[src/dual_pointer_regs.vh]
`ifndef DUAL_POINTER_REGS_VH
`define DUAL_POINTER_REGS_VH

// ----------------------------------------
// special-function addresses
// ----------------------------------------
`define ADDR_POINTER_ZERO_LOW 8'h82
`define ADDR_POINTER_ZERO_HIGH 8'h83
`define ADDR_POINTER_ONE_LOW 8'h84
`define ADDR_POINTER_ONE_HIGH 8'h85
`define ADDR_POINTER_CONFIG 8'hA2

// ----------------------------------------
// pointer_config_reg fields
// ----------------------------------------
`define BIT_POINTER_SELECT 0
`define BIT_RESERVED_ONE 1
`define BIT_HARD_ZERO 2
`define BIT_SIGNATURE_ENABLE 3
`define BIT_PTR_ZERO_DOWN 4
`define BIT_PTR_ONE_DOWN 5
`define BIT_PTR_ZERO_AUTO_UPDATE 6
`define BIT_PTR_ONE_AUTO_UPDATE 7
`define MASK_CONFIG_STORED 8'hF9

// ----------------------------------------
// reset values
// ----------------------------------------
`define RESET_POINTER 16'h0000
`define RESET_CONFIG 8'h00

// ----------------------------------------
// prefix and pointer operations
// ----------------------------------------
`define PREFIX_OPCODE 8'hA5
`define OP_NONE 3'h0
`define OP_LOAD 3'h1
`define OP_INC 3'h2
`define OP_MOVX 3'h3
`define OP_MOVC 3'h4
`define OP_JMP 3'h5

// ----------------------------------------
// fetch timing
// ----------------------------------------
`define CLASS_NORMAL 2'h0
`define CLASS_BRANCH 2'h1
`define CLASS_COMPLEX 2'h2
`define FAST_BRANCH_EXTRA 8'h01
`define EXTERNAL_FETCH_FACTOR 8'h03
`define COMPAT_FETCH_DIVIDE 2'h3
`define COMPAT_STATES 3'h6
`define COMPAT_CLOCKS_PER_MC 8'h0C

`endif

[src/dual_pointer_and_fetch_timing.v]
// Summary of operation
// - with the compatibility fuse clear, fetch one internal instruction byte every clock, an external one every third clock.
// - fast mode instructions of 1 to 3 bytes take one clock per byte.
// - branches and calls take one extra clock; complex instructions take several.
// - fast mode instructions fetched externally take three times as long.
// - fuse set selects compatibility: fetch every third clock, six states, halved clock.
// - compatibility instructions take one, two or four twelve-clock machine cycles.
// - two 16-bit pointers, bytes at 82h/83h and 84h/85h.
// - pointer select bit chooses pointer zero when clear, pointer one when set.
// - all pointer bytes stay readable and writable whatever the select bit.
// - config bit 2 reads zero so incrementing the register toggles only select.
// - prefix A5h uses the opposite pointer, except the indirect jump.
// - a set direction bit turns pointer increment into decrement.
// - direction bits also set the direction of automatic updates.
// - auto-update bit set makes code and external moves post-step that pointer.
// - config register at A2h, resets to zero with bit 1 undefined.
`timescale 1ns/1ps
`include "dual_pointer_regs.vh"

module dual_pointer_and_fetch_timing (
    // clock and reset
    input wire clock,
    input wire reset,
    // configuration fuse pin
    input wire compat_fuse,
    // special-function access
    input wire [7:0] sfr_addr,
    input wire sfr_write,
    input wire sfr_read,
    input wire [7:0] sfr_wdata,
    output reg [7:0] sfr_rdata,
    output reg sfr_hit,
    // opcode stream from the fetch stage
    input wire opcode_strobe,
    input wire [7:0] opcode,
    // pointer operation from the execute stage
    input wire [2:0] ptr_op,
    input wire [15:0] ptr_load_data,
    input wire [7:0] acc,
    output reg [15:0] ptr_addr,
    output reg ptr_addr_valid,
    output reg ptr_addr_is_one,
    // pointer and configuration state
    output reg [15:0] pointer_zero,
    output reg [15:0] pointer_one,
    output reg pointer_select,
    output reg signature_enable,
    output reg compat_mode,
    // instruction timing
    input wire instr_start,
    input wire [1:0] instr_bytes,
    input wire [1:0] instr_class,
    input wire [3:0] complex_cycles,
    input wire [2:0] machine_cycles,
    input wire external_fetch,
    output wire instr_busy,
    output wire fetch_strobe,
    output wire instr_done,
    output wire [2:0] machine_state
);

// ----------------------------------------
// helpers
// ----------------------------------------
function [15:0] step16;
    input [15:0] value;
    input down;
    begin
        // plain 16-bit add keeps the wrap at both ends
        if (down) begin
            step16 = value - 16'h0001;
        end else begin
            step16 = value + 16'h0001;
        end
    end
endfunction

function [15:0] set_byte;
    input [15:0] value;
    input high;
    input [7:0] data;
    begin
        if (high) begin
            set_byte = {data, value[7:0]};
        end else begin
            set_byte = {value[15:8], data};
        end
    end
endfunction

// ----------------------------------------
// fuse synchroniser
// ----------------------------------------
reg fuse_meta;
reg fuse_sync;

always @(posedge clock or posedge reset) begin
    if (reset) begin
        fuse_meta <= 1'b1;
        fuse_sync <= 1'b1;
    end else begin
        fuse_meta <= compat_fuse;
        fuse_sync <= fuse_meta;
    end
end

// mode only changes between instructions so a timing run is never split
always @(posedge clock or posedge reset) begin
    if (reset) begin
        compat_mode <= 1'b1;
    end else if (!instr_busy && !instr_start) begin
        compat_mode <= fuse_sync;
    end
end

// timing sees the mode as it will be, so machine states clear with the mode
wire next_compat_mode;
assign next_compat_mode = (!instr_busy && !instr_start) ? fuse_sync : compat_mode;

// ----------------------------------------
// configuration register
// ----------------------------------------
reg ptr_zero_down;
reg ptr_one_down;
reg ptr_zero_auto_update;
reg ptr_one_auto_update;
wire [7:0] pointer_config_reg;

// bits 1 and 2 are never stored, so a +1 write cannot carry past select
assign pointer_config_reg = {ptr_one_auto_update, ptr_zero_auto_update, ptr_one_down, ptr_zero_down,
                             signature_enable, 1'b0, 1'b0, pointer_select};

wire config_write;
assign config_write = sfr_write && (sfr_addr == `ADDR_POINTER_CONFIG);

always @(posedge clock or posedge reset) begin
    if (reset) begin
        pointer_select <= |(`RESET_CONFIG & (8'h01 << `BIT_POINTER_SELECT));
        signature_enable <= 1'b0;
        ptr_zero_down <= 1'b0;
        ptr_one_down <= 1'b0;
        ptr_zero_auto_update <= 1'b0;
        ptr_one_auto_update <= 1'b0;
    end else if (config_write) begin
        pointer_select <= sfr_wdata[`BIT_POINTER_SELECT];
        signature_enable <= sfr_wdata[`BIT_SIGNATURE_ENABLE];
        ptr_zero_down <= sfr_wdata[`BIT_PTR_ZERO_DOWN];
        ptr_one_down <= sfr_wdata[`BIT_PTR_ONE_DOWN];
        ptr_zero_auto_update <= sfr_wdata[`BIT_PTR_ZERO_AUTO_UPDATE];
        ptr_one_auto_update <= sfr_wdata[`BIT_PTR_ONE_AUTO_UPDATE];
    end
end

// ----------------------------------------
// prefix tracking
// ----------------------------------------
reg prefix_pending;
reg prefix_armed;

// the prefix only arms the instruction whose opcode follows it
always @(posedge clock or posedge reset) begin
    if (reset) begin
        prefix_pending <= 1'b0;
        prefix_armed <= 1'b0;
    end else if (opcode_strobe) begin
        if (opcode == `PREFIX_OPCODE) begin
            prefix_pending <= 1'b1;
            prefix_armed <= 1'b0;
        end else begin
            prefix_armed <= prefix_pending;
            prefix_pending <= 1'b0;
        end
    end
end

// ----------------------------------------
// pointer operation decode
// ----------------------------------------
reg use_one;
reg target_down;
reg target_auto;
reg [15:0] target_value;
reg [15:0] next_target;
reg write_target;

always @*  begin
    // jump through accumulator ignores the prefix
    if (ptr_op == `OP_JMP) begin
        use_one = pointer_select;
    end else begin
        use_one = pointer_select ^ prefix_armed;
    end
    target_value = use_one ? pointer_one : pointer_zero;
    target_down = use_one ? ptr_one_down : ptr_zero_down;
    target_auto = use_one ? ptr_one_auto_update : ptr_zero_auto_update;
    next_target = target_value;
    write_target = 1'b0;
    case (ptr_op)
        `OP_LOAD: begin
            next_target = ptr_load_data;
            write_target = 1'b1;
        end
        `OP_INC: begin
            next_target = step16(target_value, target_down);
            write_target = 1'b1;
        end
        `OP_MOVX, `OP_MOVC: begin
            if (target_auto) begin
                next_target = step16(target_value, target_down);
                write_target = 1'b1;
            end
        end
        default: begin
            next_target = target_value;
            write_target = 1'b0;
        end
    endcase
end

// ----------------------------------------
// pointer registers
// ----------------------------------------
wire [1:0] byte_sel;
wire hit_zero;
wire hit_one;
assign hit_zero = (sfr_addr == `ADDR_POINTER_ZERO_LOW) || (sfr_addr == `ADDR_POINTER_ZERO_HIGH);
assign hit_one = (sfr_addr == `ADDR_POINTER_ONE_LOW) || (sfr_addr == `ADDR_POINTER_ONE_HIGH);
assign byte_sel = {sfr_addr == `ADDR_POINTER_ONE_HIGH, sfr_addr == `ADDR_POINTER_ZERO_HIGH};

// a byte written by software in the same cycle as an operation wins for that byte
always @(posedge clock or posedge reset) begin
    if (reset) begin
        pointer_zero <= `RESET_POINTER;
        pointer_one <= `RESET_POINTER;
    end else begin
        if (sfr_write && hit_zero) begin
            pointer_zero <= set_byte(write_target && !use_one ? next_target : pointer_zero,
                                     byte_sel[0], sfr_wdata);
        end else if (write_target && !use_one) begin
            pointer_zero <= next_target;
        end
        if (sfr_write && hit_one) begin
            pointer_one <= set_byte(write_target && use_one ? next_target : pointer_one,
                                    byte_sel[1], sfr_wdata);
        end else if (write_target && use_one) begin
            pointer_one <= next_target;
        end
    end
end

// ----------------------------------------
// access address (value before any post-step)
// ----------------------------------------
always @(posedge clock or posedge reset) begin
    if (reset) begin
        ptr_addr <= 16'h0000;
        ptr_addr_valid <= 1'b0;
        ptr_addr_is_one <= 1'b0;
    end else begin
        ptr_addr_valid <= (ptr_op == `OP_MOVX) || (ptr_op == `OP_MOVC) || (ptr_op == `OP_JMP);
        ptr_addr_is_one <= use_one;
        if (ptr_op == `OP_MOVC || ptr_op == `OP_JMP) begin
            ptr_addr <= target_value + {8'h00, acc};
        end else begin
            ptr_addr <= target_value;
        end
    end
end

// ----------------------------------------
// special-function read port
// ----------------------------------------
always @(posedge clock or posedge reset) begin
    if (reset) begin
        sfr_rdata <= 8'h00;
        sfr_hit <= 1'b0;
    end else begin
        sfr_hit <= sfr_read && (hit_zero || hit_one || sfr_addr == `ADDR_POINTER_CONFIG);
        if (!sfr_read) begin
            sfr_rdata <= 8'h00;
        end else begin
            case (sfr_addr)
                `ADDR_POINTER_ZERO_LOW: begin
                    sfr_rdata <= pointer_zero[7:0];
                end
                `ADDR_POINTER_ZERO_HIGH: begin
                    sfr_rdata <= pointer_zero[15:8];
                end
                `ADDR_POINTER_ONE_LOW: begin
                    sfr_rdata <= pointer_one[7:0];
                end
                `ADDR_POINTER_ONE_HIGH: begin
                    sfr_rdata <= pointer_one[15:8];
                end
                `ADDR_POINTER_CONFIG: begin
                    sfr_rdata <= pointer_config_reg & `MASK_CONFIG_STORED;
                end
                default: begin
                    sfr_rdata <= 8'h00;
                end
            endcase
        end
    end
end

// ----------------------------------------
// fetch and execute timing
// ----------------------------------------
fetch_timing u_fetch_timing (
    .clock(clock),
    .reset(reset),
    .compat_mode(next_compat_mode),
    .start(instr_start),
    .instr_bytes(instr_bytes),
    .instr_class(instr_class),
    .complex_cycles(complex_cycles),
    .machine_cycles(machine_cycles),
    .external_fetch(external_fetch),
    .busy(instr_busy),
    .fetch_strobe(fetch_strobe),
    .instr_done(instr_done),
    .state_num(machine_state)
);

endmodule // dual_pointer_and_fetch_timing

[src/fetch_timing.v]
`timescale 1ns/1ps
`include "dual_pointer_regs.vh"

module fetch_timing (
    // clock and reset
    input wire clock,
    input wire reset,
    // mode
    input wire compat_mode,
    // instruction request
    input wire start,
    input wire [1:0] instr_bytes,
    input wire [1:0] instr_class,
    input wire [3:0] complex_cycles,
    input wire [2:0] machine_cycles,
    input wire external_fetch,
    // timing outputs
    output reg busy,
    output reg fetch_strobe,
    output reg instr_done,
    output reg [2:0] state_num
);

reg [7:0] clocks_left;
reg [1:0] bytes_left;
reg [1:0] fetch_phase;
reg slow_fetch;
reg half_phase;
reg [7:0] base;
reg [7:0] total;
reg fetch_now;

// ----------------------------------------
// length of the instruction in clocks
// ----------------------------------------
always @* begin
    if (instr_class == `CLASS_BRANCH) begin
        base = {6'h00, instr_bytes} + `FAST_BRANCH_EXTRA;
    end else if (instr_class == `CLASS_COMPLEX) begin
        base = {4'h0, complex_cycles};
    end else begin
        base = {6'h00, instr_bytes};
    end
    if (compat_mode) begin
        total = {5'h00, machine_cycles} * `COMPAT_CLOCKS_PER_MC;
    end else if (external_fetch) begin
        total = base * `EXTERNAL_FETCH_FACTOR;
    end else begin
        total = base;
    end
    // fast internal fetches every clock, otherwise every third
    fetch_now = busy && (bytes_left != 2'h0) && (!slow_fetch || fetch_phase == 2'h0);
end

// ----------------------------------------
// sequencer
// ----------------------------------------
always @(posedge clock or posedge reset) begin
    if (reset) begin
        busy <= 1'b0;
        fetch_strobe <= 1'b0;
        instr_done <= 1'b0;
        clocks_left <= 8'h00;
        bytes_left <= 2'h0;
        fetch_phase <= 2'h0;
        slow_fetch <= 1'b0;
    end else begin
        fetch_strobe <= fetch_now;
        instr_done <= 1'b0;
        if (!busy) begin
            if (start && total != 8'h00) begin
                busy <= 1'b1;
                clocks_left <= total;
                bytes_left <= instr_bytes;
                fetch_phase <= 2'h0;
                slow_fetch <= compat_mode || external_fetch;
            end
        end else begin
            if (fetch_now) begin
                bytes_left <= bytes_left - 2'h1;
            end
            fetch_phase <= (fetch_phase == `COMPAT_FETCH_DIVIDE - 2'h1) ? 2'h0 : fetch_phase + 2'h1;
            clocks_left <= clocks_left - 8'h01;
            if (clocks_left == 8'h01) begin
                busy <= 1'b0;
                instr_done <= 1'b1;
            end
        end
    end
end

// ----------------------------------------
// machine-cycle states on the halved clock
// ----------------------------------------
always @(posedge clock or posedge reset) begin
    if (reset) begin
        half_phase <= 1'b0;
        state_num <= 3'h0;
    end else if (!compat_mode) begin
        half_phase <= 1'b0;
        state_num <= 3'h0;
    end else begin
        half_phase <= ~half_phase;
        if (half_phase) begin
            state_num <= (state_num == `COMPAT_STATES - 3'h1) ? 3'h0 : state_num + 3'h1;
        end
    end
end

endmodule // fetch_timing

[config.mk]
export PLATFORM = sky130hd
export DESIGN_NAME = dual_pointer_and_fetch_timing
export DESIGN_NICKNAME = d
export VERILOG_FILES = /design/src/dual_pointer_and_fetch_timing.v /design/src/fetch_timing.v
export VERILOG_INCLUDE_DIRS = /design/src /design/src/src
export SDC_FILE = /design/constraint.sdc
export NUM_CORES = 1
export LEC_CHECK = 0
export BUFFER_PORTS_ARGS = -buffer_cell sky130_fd_sc_hd__buf_2
export CORE_ASPECT_RATIO = 1.2
export CORE_MARGIN = 3
export CORE_UTILIZATION = 41
export CTS_BUF_LIST = sky130_fd_sc_hd__clkbuf_8
export DETAILED_ROUTE_END_ITERATION = 7
export PLACE_DENSITY = 0.74
export SLEW_MARGIN = 20
export SYNTH_ARGS = -nofsm -noshare
export SYNTH_HDL_FRONTEND = slang
export SYNTH_SLANG_ARGS = --single-unit
[constraint.sdc]
create_clock -name clock -period 8.4 [get_ports clock]
set_clock_uncertainty 0.05 [all_clocks]
set_input_delay 0.84 -clock clock [delete_from_list [all_inputs] [get_ports clock]]
set_output_delay 0.84 -clock clock [all_outputs]
set_load 0.02 [all_outputs]
==> results of run 1 <==
## power by group through the flow
stage	registers, mW	logic [mW]	clock network (mW)
3_5_place_dp	0.651	0.719	0
4_1_cts	0.643	0.722	0.296
3_3_place_gp	0.649	0.705	0
5_1_grt	0.660	0.800	0.315
6_report	0.647	0.722	0.289
2_1_floorplan	0.703	0.419	0
## routing by layer
layer  share of wire [%]  wire length [um]  vias to the layer above  global-route usage [%]
li1                    -                 -                     2960                       -
met1                  43              8510                     2922                    30.0
met2                  47              9360                      251                    37.3
met3                 7.2              1440                       43                    5.12
met4                 3.1               620                        0                    9.55
met5                   0                 0                        -                       0
## state kept, by name (all words and copies together), names as in the netlist, 2 cells and up
name,count
u_fetch_timing.clocks_left,8
pointer_one,16
pointer_zero,16
u_fetch_timing.state_num,3
sfr_rdata,8
u_fetch_timing.bytes_left,2
u_fetch_timing.fetch_phase,2
ptr_addr,16
## placed cells by master (no fill, tap or decap), drive strengths merged, types with 5 or more instances in the layout
master,netlist,routed
buf,13,142
nand2,96,96
dfrtp,87,87
nor2,66,66
a21oi,60,60
o21ai,60,60
inv,39,41
ha,32,32
xnor2,28,28
nand3,27,27
mux2i,24,24
mux2,24,24
nor3,13,13
a22oi,11,11
clkbuf,19,11
a21o,9,9
xor2,9,9
nor2b,9,9
a221oi,9,9
a211oi,9,9
and3,8,8
a31oi,7,7
o211ai,6,6
o22ai,6,6
nand2b,6,6
o21bai,5,5
o31ai,5,5
nand3b,5,5
## layout make-up
| type | count | area (sq um) |
|---|---|---|
| clock buffers | 11 | 151 |
| clock inverters | 5 | 30.0 |
| fillers | 1498 | 7730 |
| inverters | 40 | 151 |
| multi-input cells | 594 | 3970 |
| flip-flops and latches | 90 | 2260 |
| well taps | 204 | 255 |
| repair buffers | 142 | 723 |
## cell families (layout without fill, tap and decap cells)
| kind of cell | count (synthesis) | in the layout |
|---|---|---|
| AOI/OAI and AO/OA | 221 | 221 |
| xor gates and xnor gates | 37 | 37 |
| adders and majority gates | 36 | 36 |
| buffers and inverters | 72 | 198 |
| DFF | 90 | 90 |
| muxes | 48 | 48 |
| and+or+nand+nor | 252 | 252 |
## worst paths after layout
path | startpoint | slack (ns) | cells past startpoint | end
worst max-delay path | ptr_op[2] | 3.07 | 16 | pointer_zero[15]
worst min-delay path | fuse_meta | 0.31 | 0 | fuse_sync
worst max register to register | pointer_select | 3.21 | 15 | pointer_zero[15]
worst min register to register | fuse_meta | 0.31 | 0 | fuse_sync
max in group asynchronous | reset | 6.72 | 3 | pointer_zero[13]
min in group asynchronous | reset | 0.48 | 2 | prefix_armed
## metrics by stage
stage	instances	utilization (%)
3_3_place_gp	1070	48.2
2_1_floorplan	756	-
6_report	1086	49.4
4_1_cts	1086	49.3
5_1_grt	1086	49.4
3_5_place_dp	1070	48.2
==> results.json, run 1 <==
{
  "period_needed_ns": 5.33,
  "switching_power_mw": 0.724,
  "fp.coreArea_sq_um": 15300,
  "dr.pass1.iters": 5,
  "muxShareOfSynthArea_pct": 7.86,
  "status": "finished, final reports clean",
  "drc": 0,
  "seqPwrFrac_pct": 39.0,
  "die_x_um": 121,
  "min_path_type": "reg -> reg",
  "overflow": 0,
  "synth_xor_area_share_pct": 4.99,
  "wirelength_um": 19900,
  "port_buffers": 137,
  "hold_buffers": 0,
  "hold_slack_ns": 0.311,
  "irDropWorstVdd_v": 0.0000887,
  "htree_num_levels": 3,
  "rows": 49,
  "initial_core_util_pct": 42.6,
  "synth_top_family_by_area": "compound AO/OA/AOI/OAI gates",
  "synth_top_area_share_pct": 33.5,
  "antenna_cells": 0,
  "relSlewSlack_pct": 28.7,
  "ctsLongestPathBuffers": 2,
  "worst_pin_slew_ns": 1.06,
  "ys.flop_type": "dfrtp_1",
  "vias_per_cell": 5.69,
  "synth_compound_area_share_pct": 22.5,
  "grt.total_usage_pct": 23.1,
  "place_area_sq_um": 7350,
  "initialDrtViolationCount": 581,
  "final_max_slew_viol_count": 0,
  "synthSimpleGateAreaFrac_pct": 18.1,
  "endpoint_kind": "register",
  "numCtsBuffers": 9,
  "boundaryPins": 138,
  "synth-edff-count": 0,
  "cp_data_arrival_time_ns": 5.59,
  "tns_ns": 0,
  "p_int_mw": 0.934,
  "syn_to_final_growth_pct": 16.0,
  "max_stage_delay_ns": 0.72,
  "synth_most_common_cell": "nand2_1",
  "grt_setup_unrepaired": "false",
  "power_frac_clock_pct": 17.4,
  "nets": 983,
  "crit_type": "in -> reg",
  "ys_ff_latch": 90,
  "pre_cts_slack_ns": 2.73,
  "clockRootBuffer": "clkbuf_8",
  "vias": 6176,
  "max_freq_ghz": 0.188,
  "dp_hpwl_um": 15300,
  "antenna_found_initial": 0,
  "ys_seq_area_share_pct": 34.7,
  "grt_pass1_vias": 5980,
  "cap_violations": 0,
  "drive_above_1_share_pct": 22.1,
  "cts_tree": "built",
  "fin_ws_ns": 3.07,
  "cp-start-kind": "input pin",
  "crit_buf_inv": 3,
  "p_per_area_nw_per_um2": 220,
  "clk_latency_ns": 0.39,
  "comb_power_share_pct": 43.6,
  "cp_max_fo": 32,
  "postSynthAreaPerCell_sq_um": 8.60,
  "path_cells": "buf_2 > nand3b_4 > a211oi_4 > inv_2 > mux2i_1 > inv_1 > ha_1 > nand3_1 > a2111oi_1 > a211oi_1 > o211a_1 > o41a_1 > o21ai_1 > xnor2_1 > mux2_1 > a31oi_1",
  "grt_max_degree": 49,
  "cts.sinks": 90,
  "ant_nets": 0,
  "syn_area_sq_um": 6500,
  "cp.required_ns": 8.66,
  "cts_resized": 0,
  "setup_viol": 0,
  "synth-adder-area-share_pct": 7.39,
  "synthCells": 756,
  "die_area_sq_um": 17400,
  "min_period_over_period_pct": 63.5,
  "synth-async-reset-ratio_pct": 100,
  "clk_pin_slew_worst_paths_ns": 0.09,
  "p_total_mw": 1.66,
  "yosysWarnings": 0,
  "routedWlPerCell_um": 18.3,
  "final_cell_area_sq_um": 7540,
  "synth.net_count": 862,
  "p_leak_nw": 3.56,
  "yosysTopAreaCell": "dfrtp_1",
  "crit_family": "compound AO/OA/AOI/OAI gates",
  "synth_area_leaders": "dfrtp_1 34%, ha_1 6.2%, nand2_1 5.5%",
  "post_cts_buffers": 0,
  "yosysUniqueCellTypes": 73,
  "hold_violations": 0,
  "switching_share_pct": 43.6,
  "grt_pass1_wl_um": 31400,
  "routabilityCongestion": 0.925,
  "slowest_stage": "a211oi_4",
  "ys_top_cells_by_count": "96 x nand2_1, 87 x dfrtp_1, 65 x nor2_1, 59 x a21oi_1, 50 x o21ai_0",
  "die_h_um": 144
}
No activity file was read; power rests on OpenSTA's default activity.
==> inputs of run 2 (changes only) <==
--- a/config.mk
+++ b/config.mk
@@ -12,7 +12,7 @@
 export CORE_UTILIZATION = 41
 export CTS_BUF_LIST = sky130_fd_sc_hd__clkbuf_8
 export DETAILED_ROUTE_END_ITERATION = 7
-export PLACE_DENSITY = 0.74
+export PLACE_DENSITY = 0.76
 export SLEW_MARGIN = 20
 export SYNTH_ARGS = -nofsm -noshare
 export SYNTH_HDL_FRONTEND = slang
==> constraint.sdc (replaced) <==
create_clock -name clock -period 4.3 [get_ports clock]
set_clock_uncertainty 0.05 [all_clocks]
set_input_delay 0.43 -clock clock [delete_from_list [all_inputs] [get_ports clock]]
set_output_delay 0.43 -clock clock [all_outputs]
set_load 0.02 [all_outputs]
==> results.json, run 2 (synthesis gave the netlist of run 1 again) <==
{
  "vias_per_cell": 5.80,
  "irDropWorstVdd_v": 0.000256,
  "syn_to_final_growth_pct": 18.5,
  "initialDrtViolationCount": 575,
  "initial_core_util_pct": 42.6,
  "min_path_type": "in -> reg",
  "power_frac_clock_pct": 17.4,
  "nets": 1001,
  "multi_input_area_sq_um": 4000,
  "antenna_found_initial": 0,
  "endpoint_kind": "register",
  "hold_slack_ns": 0.0937,
  "ant_nets": 0,
  "comb_power_share_pct": 44.1,
  "relSlewSlack_pct": 45.2,
  "clk_pin_slew_worst_paths_ns": 0.10,
  "cp_max_fo": 6,
  "place_area_sq_um": 7500,
  "instances_no_fill": 1104,
  "reg_top3": "pointer_one x16, pointer_zero x16, ptr_addr x16",
  "cp.required_ns": 4.56,
  "mostFrequentLayoutCells": "137 x buf_2, 95 x nand2_1, 87 x dfrtp_1",
  "worst_pin_slew_ns": 0.821,
  "cap_violations": 0,
  "hold_violations": 0,
  "drc": 0,
  "dp.cells": 1088,
  "grt.total_usage_pct": 23.2,
  "die_x_um": 121,
  "rows": 49,
  "cp-start-kind": "register",
  "boundaryPins": 138,
  "pre_cts_slack_ns": 0.218,
  "cp_data_arrival_time_ns": 4.21,
  "seqPwrFrac_pct": 38.5,
  "path_cells": "and4b_4 > a211oi_4 > mux2_2 > ha_1 > nand3_1 > a2111oi_4 > a211oi_2 > o211a_1 > o41a_1 > o21ai_1 > xnor2_1 > mux2_1 > a31oi_1",
  "crit_buf_inv": 0,
  "die_h_um": 144,
  "routabilityCongestion": 0.939,
  "htree_num_levels": 3,
  "final_max_slew_viol_count": 0,
  "grt_pass1_vias": 6207,
  "grt_setup_unrepaired": "false",
  "dr.pass1.iters": 5,
  "crit_family": "compound AO/OA/AOI/OAI gates",
  "switching_share_pct": 43.4,
  "p_total_mw": 3.28,
  "numCtsBuffers": 9,
  "routedWlPerCell_um": 18.2,
  "die_area_sq_um": 17400,
  "crit_type": "reg -> reg",
  "antenna_cells": 0,
  "setup_viol": 0,
  "fp.coreArea_sq_um": 15300,
  "period_needed_ns": 3.96,
  "tns_ns": 0,
  "port_buffers": 137,
  "final_common_cell": "buf_2",
  "grt_pass1_wl_um": 31900,
  "fin_util_pct": 50.5,
  "cts_tree": "built",
  "p_leak_nw": 3.65,
  "nFillCells": 1462,
  "fin_ws_ns": 0.345,
  "grt_max_degree": 50,
  "switching_power_mw": 1.43,
  "final_cell_area_sq_um": 7700,
  "min_period_over_period_pct": 92.0,
  "vias": 6398,
  "p_int_mw": 1.86,
  "wirelength_um": 20100,
  "slowest_stage": "dfrtp_1",
  "final-seq-area_sq_um": 2260,
  "clockRootBuffer": "clkbuf_8",
  "clk_latency_ns": 0.38,
  "ctsLongestPathBuffers": 2,
  "max_freq_ghz": 0.253,
  "max_stage_delay_ns": 0.47,
  "status": "finished, final reports clean",
  "post_cts_buffers": 0,
  "p_per_area_nw_per_um2": 426,
  "dp_hpwl_um": 15800,
  "cts.sinks": 90,
  "drive_above_1_share_pct": 24.2,
  "overflow": 0
}
-- run 2: cell type report --
type	count	area share [%]
inverters	40	1.97
flip-flops and latches	90	29.3
multi-input cells	594	51.9
clock inverters	5	0.390
repair buffers	160	11.1
well taps	204	3.31
clock buffers	11	1.97
-- run 2: what timing repair did --
| action | CTS | global route |
|---|---|---|
| hold buffers | 0 | 0 |
| endpoints found under the setup margin | 0 | 2 |
| hold endpoints to repair | 0 | 0 |
| gates resized for setup | 0 | 3 |
-- run 2: worst reg2reg max path, cell delays in order, from the launching register on --
cell and delay [ns]:
dfrtp_1 0.47, and4b_4 0.27, a211oi_4 0.27, mux2_2 0.41, ha_1 0.32, nand3_1 0.12, a2111oi_4 0.31, a211oi_2 0.10
o211a_1 0.25, o41a_1 0.44, o21ai_1 0.22, xnor2_1 0.18, mux2_1 0.35, a31oi_1 0.12
-- run 2: worst paths after layout --
path / from / to / slack [ns] / cells past startpoint
worst max-delay path: pointer_select / pointer_zero[15] / 0.34 / 13
worst min-delay path: compat_fuse / fuse_meta / 0.09 / 1
worst max register to register: pointer_select / pointer_zero[15] / 0.34 / 13
worst min register to register: fuse_meta / fuse_sync / 0.33 / 0
max in group asynchronous: reset / sfr_rdata[7] / 3.04 / 3
min in group asynchronous: reset / pointer_one[15] / 0.13 / 2
-- run 2: power groups by stage --
| stage | Clock (mW) | Sequential [mW] | Combinational, mW |
|---|---|---|---|
| 3_5_place_dp | 0 | 1.27 | 1.44 |
| 2_1_floorplan | 0 | 1.37 | 0.821 |
| 4_1_cts | 0.583 | 1.25 | 1.45 |
| 3_3_place_gp | 0 | 1.27 | 1.41 |
| 5_1_grt | 0.607 | 1.28 | 1.60 |
| 6_report | 0.571 | 1.26 | 1.45 |
-- run 2: per-layer routing --
metal	GRT usage [%]	vias up	part of all wire [%]
met5	0	-	0
met4	11.6	0	4.5
met3	4.57	60	8.4
met2	37.4	323	47
met1	29.6	3013	41
li1	-	3002	-
==> inputs of run 3 (changes only) <==
--- a/config.mk
+++ b/config.mk
@@ -9,10 +9,11 @@
 export BUFFER_PORTS_ARGS = -buffer_cell sky130_fd_sc_hd__buf_2
 export CORE_ASPECT_RATIO = 1.2
 export CORE_MARGIN = 3
-export CORE_UTILIZATION = 41
+export CORE_UTILIZATION = 52
 export CTS_BUF_LIST = sky130_fd_sc_hd__clkbuf_8
 export DETAILED_ROUTE_END_ITERATION = 7
-export PLACE_DENSITY = 0.76
+export GPL_TIMING_DRIVEN = 0
+export PLACE_DENSITY = 0.91
 export SLEW_MARGIN = 20
 export SYNTH_ARGS = -nofsm -noshare
 export SYNTH_HDL_FRONTEND = slang
==> results.json, run 3 (synthesis gave the netlist of run 1 again) <==
{
  "seqPwrFrac_pct": 37.5,
  "cts.sinks": 90,
  "ant_nets": 0,
  "die_x_um": 108,
  "endpoint_kind": "register",
  "fp.coreArea_sq_um": 12200,
  "final_cell_area_sq_um": 7790,
  "place_area_sq_um": 7430,
  "switching_share_pct": 43.2,
  "grt.total_usage_pct": 28.7,
  "initialDrtViolationCount": 661,
  "port_buffers": 135,
  "crit_type": "reg -> reg",
  "met3WireLength_um": 1790,
  "path_cells": "and4b_4 > a211oi_4 > buf_6 > mux2_4 > ha_1 > nand3_2 > a2111oi_4 > a211oi_2 > o211a_1 > o41a_1 > buf_4 > xnor2_1 > nand2_1 > a311oi_1 > a21o_1",
  "comb_power_share_pct": 44.1,
  "period_needed_ns": 4.21,
  "instances_no_fill": 1076,
  "max_freq_ghz": 0.237,
  "clk_pin_slew_worst_paths_ns": 0.10,
  "cp-start-kind": "register",
  "max_stage_delay_ns": 0.46,
  "dr.pass1.iters": 5,
  "mostFrequentLayoutCells": "140 x buf_2, 95 x nand2_1, 86 x dfrtp_1",
  "die_area_sq_um": 13900,
  "drive_above_1_share_pct": 24.0,
  "top_layer": "met4",
  "cp.required_ns": 4.58,
  "drc": 0,
  "htree_num_levels": 3,
  "p_int_mw": 1.88,
  "final-seq-area_sq_um": 2260,
  "grt_setup_unrepaired": "false",
  "dp_hpwl_um": 15500,
  "setup_viol": 0,
  "antenna_cells": 0,
  "routabilityCongestion": 1.02,
  "p_per_area_nw_per_um2": 426,
  "numCtsBuffers": 9,
  "min_path_type": "in -> async",
  "relSlewSlack_pct": 35.1,
  "wl_met2_um": 9440,
  "clockRootBuffer": "clkbuf_8",
  "syn_to_final_growth_pct": 19.8,
  "wl_met1_um": 7830,
  "hold_violations": 0,
  "min_period_over_period_pct": 97.9,
  "boundaryPins": 138,
  "cp_data_arrival_time_ns": 4.49,
  "grt_max_degree": 52,
  "grt_pass1_vias": 6396,
  "multi_input_area_sq_um": 4070,
  "cap_violations": 0,
  "cts_tree": "built",
  "slowest_stage": "dfrtp_2",
  "dp.cells": 1053,
  "worst_pin_slew_ns": 0.966,
  "cp_max_fo": 12,
  "wirelength_um": 19900,
  "switching_power_mw": 1.44,
  "irDropWorstVdd_v": 0.000292,
  "antenna_found_initial": 0,
  "status": "finished, final reports clean",
  "overflow": 0,
  "grt_pass1_wl_um": 31200,
  "vias_per_cell": 6.12,
  "power_frac_clock_pct": 18.4,
  "routedWlPerCell_um": 18.5,
  "ctsLongestPathBuffers": 2,
  "die_h_um": 128,
  "vias": 6583,
  "final_common_cell": "buf_2",
  "clk_latency_ns": 0.38,
  "nets": 1016,
  "initial_core_util_pct": 53.4,
  "tns_ns": 0,
  "p_leak_nw": 3.66,
  "rows": 44,
  "reg_top3": "pointer_one x16, pointer_zero x16, ptr_addr x16",
  "nFillCells": 1022,
  "hold_buffers": 0,
  "final_max_slew_viol_count": 0
}
run 3: changes by cell type in the layout (fill, tap and decap cells not counted), sizes merged:
cell	delta
clkbuf	+17
buf	-4
bufinv	+1
clkinvlp	+1
run 3: worst paths after layout:
path                                 from                            end  slack, ns  depth (start not counted)
max in group asynchronous           reset               pointer_zero[10]       3.54                          3
max reg2reg                pointer_select               pointer_zero[11]       0.09                         15
max                        pointer_select               pointer_zero[11]       0.09                         15
min                                 reset  u_fetch_timing.clocks_left[5]       0.03                          2
min in group clock            compat_fuse                      fuse_meta       0.09                          1
min reg2reg                     fuse_meta                      fuse_sync       0.31                          0
run 3: cell type report:
cell class / instances / area share [%]
multi-input combinational: 594 / 52.2
sequential: 90 / 29.0
timing repair buffer: 144 / 9.85
tap: 161 / 2.59
inverter: 40 / 1.96
buffer: 31 / 1.88
clock buffer: 9 / 1.59
clock inverter: 7 / 0.948
run 3: metal layers:
metal | up-vias | global-route usage (%)
li1 | 3039 | -
met1 | 3085 | 35.5
met2 | 384 | 48.1
met3 | 75 | 6.47
met4 | 0 | 12.8
met5 | - | 0
run 3: power groups by stage:
stage                     combinational, mW  sequential [mW]  clock [mW]
final                                  1.46             1.25       0.609
after detailed placement               1.42             1.25           0
after CTS                              1.45             1.24       0.610
after floorplan                       0.821             1.37           0
after global routing                   1.61             1.27       0.642
after global placement                 1.37             1.24           0
run 3: worst max-delay path: cells and delay by family (launching register included):
| kind | cells | cell delay, ns |
|---|---|---|
| DFF | 1 | 0.46 |
| buffers and inverters | 2 | 0.35 |
| AOI/OAI and AO/OA | 7 | 1.74 |
| adders and majority gates | 1 | 0.36 |
| muxes | 1 | 0.40 |
| and+or+nand+nor | 3 | 0.54 |
| xor gates and xnor gates | 1 | 0.25 |
run 3: what timing repair did:
item | in CTS | in global routing
buffers inserted | 4 | 4
resized for setup | 16 | 3
endpoints found under the setup margin | 15 | 5
pin swaps | 5 | 1
run 3: metrics by stage:
| stage | power, mW | worst slack [ns] | utilization, % | hold WS, ns |
|---|---|---|---|---|
| floorplan | 2.19 | 0.0118 | - | 0.295 |
| CTS | 3.29 | 0.0291 | 63.6 | 0.0442 |
| global route | 3.52 | 0.0161 | 64.0 | 0.0539 |
| finish | 3.32 | 0.0893 | 64.0 | 0.0257 |
| global placement | 2.60 | -0.857 | 60.8 | 0.295 |
| detailed placement | 2.67 | -0.962 | 61.1 | 0.300 |
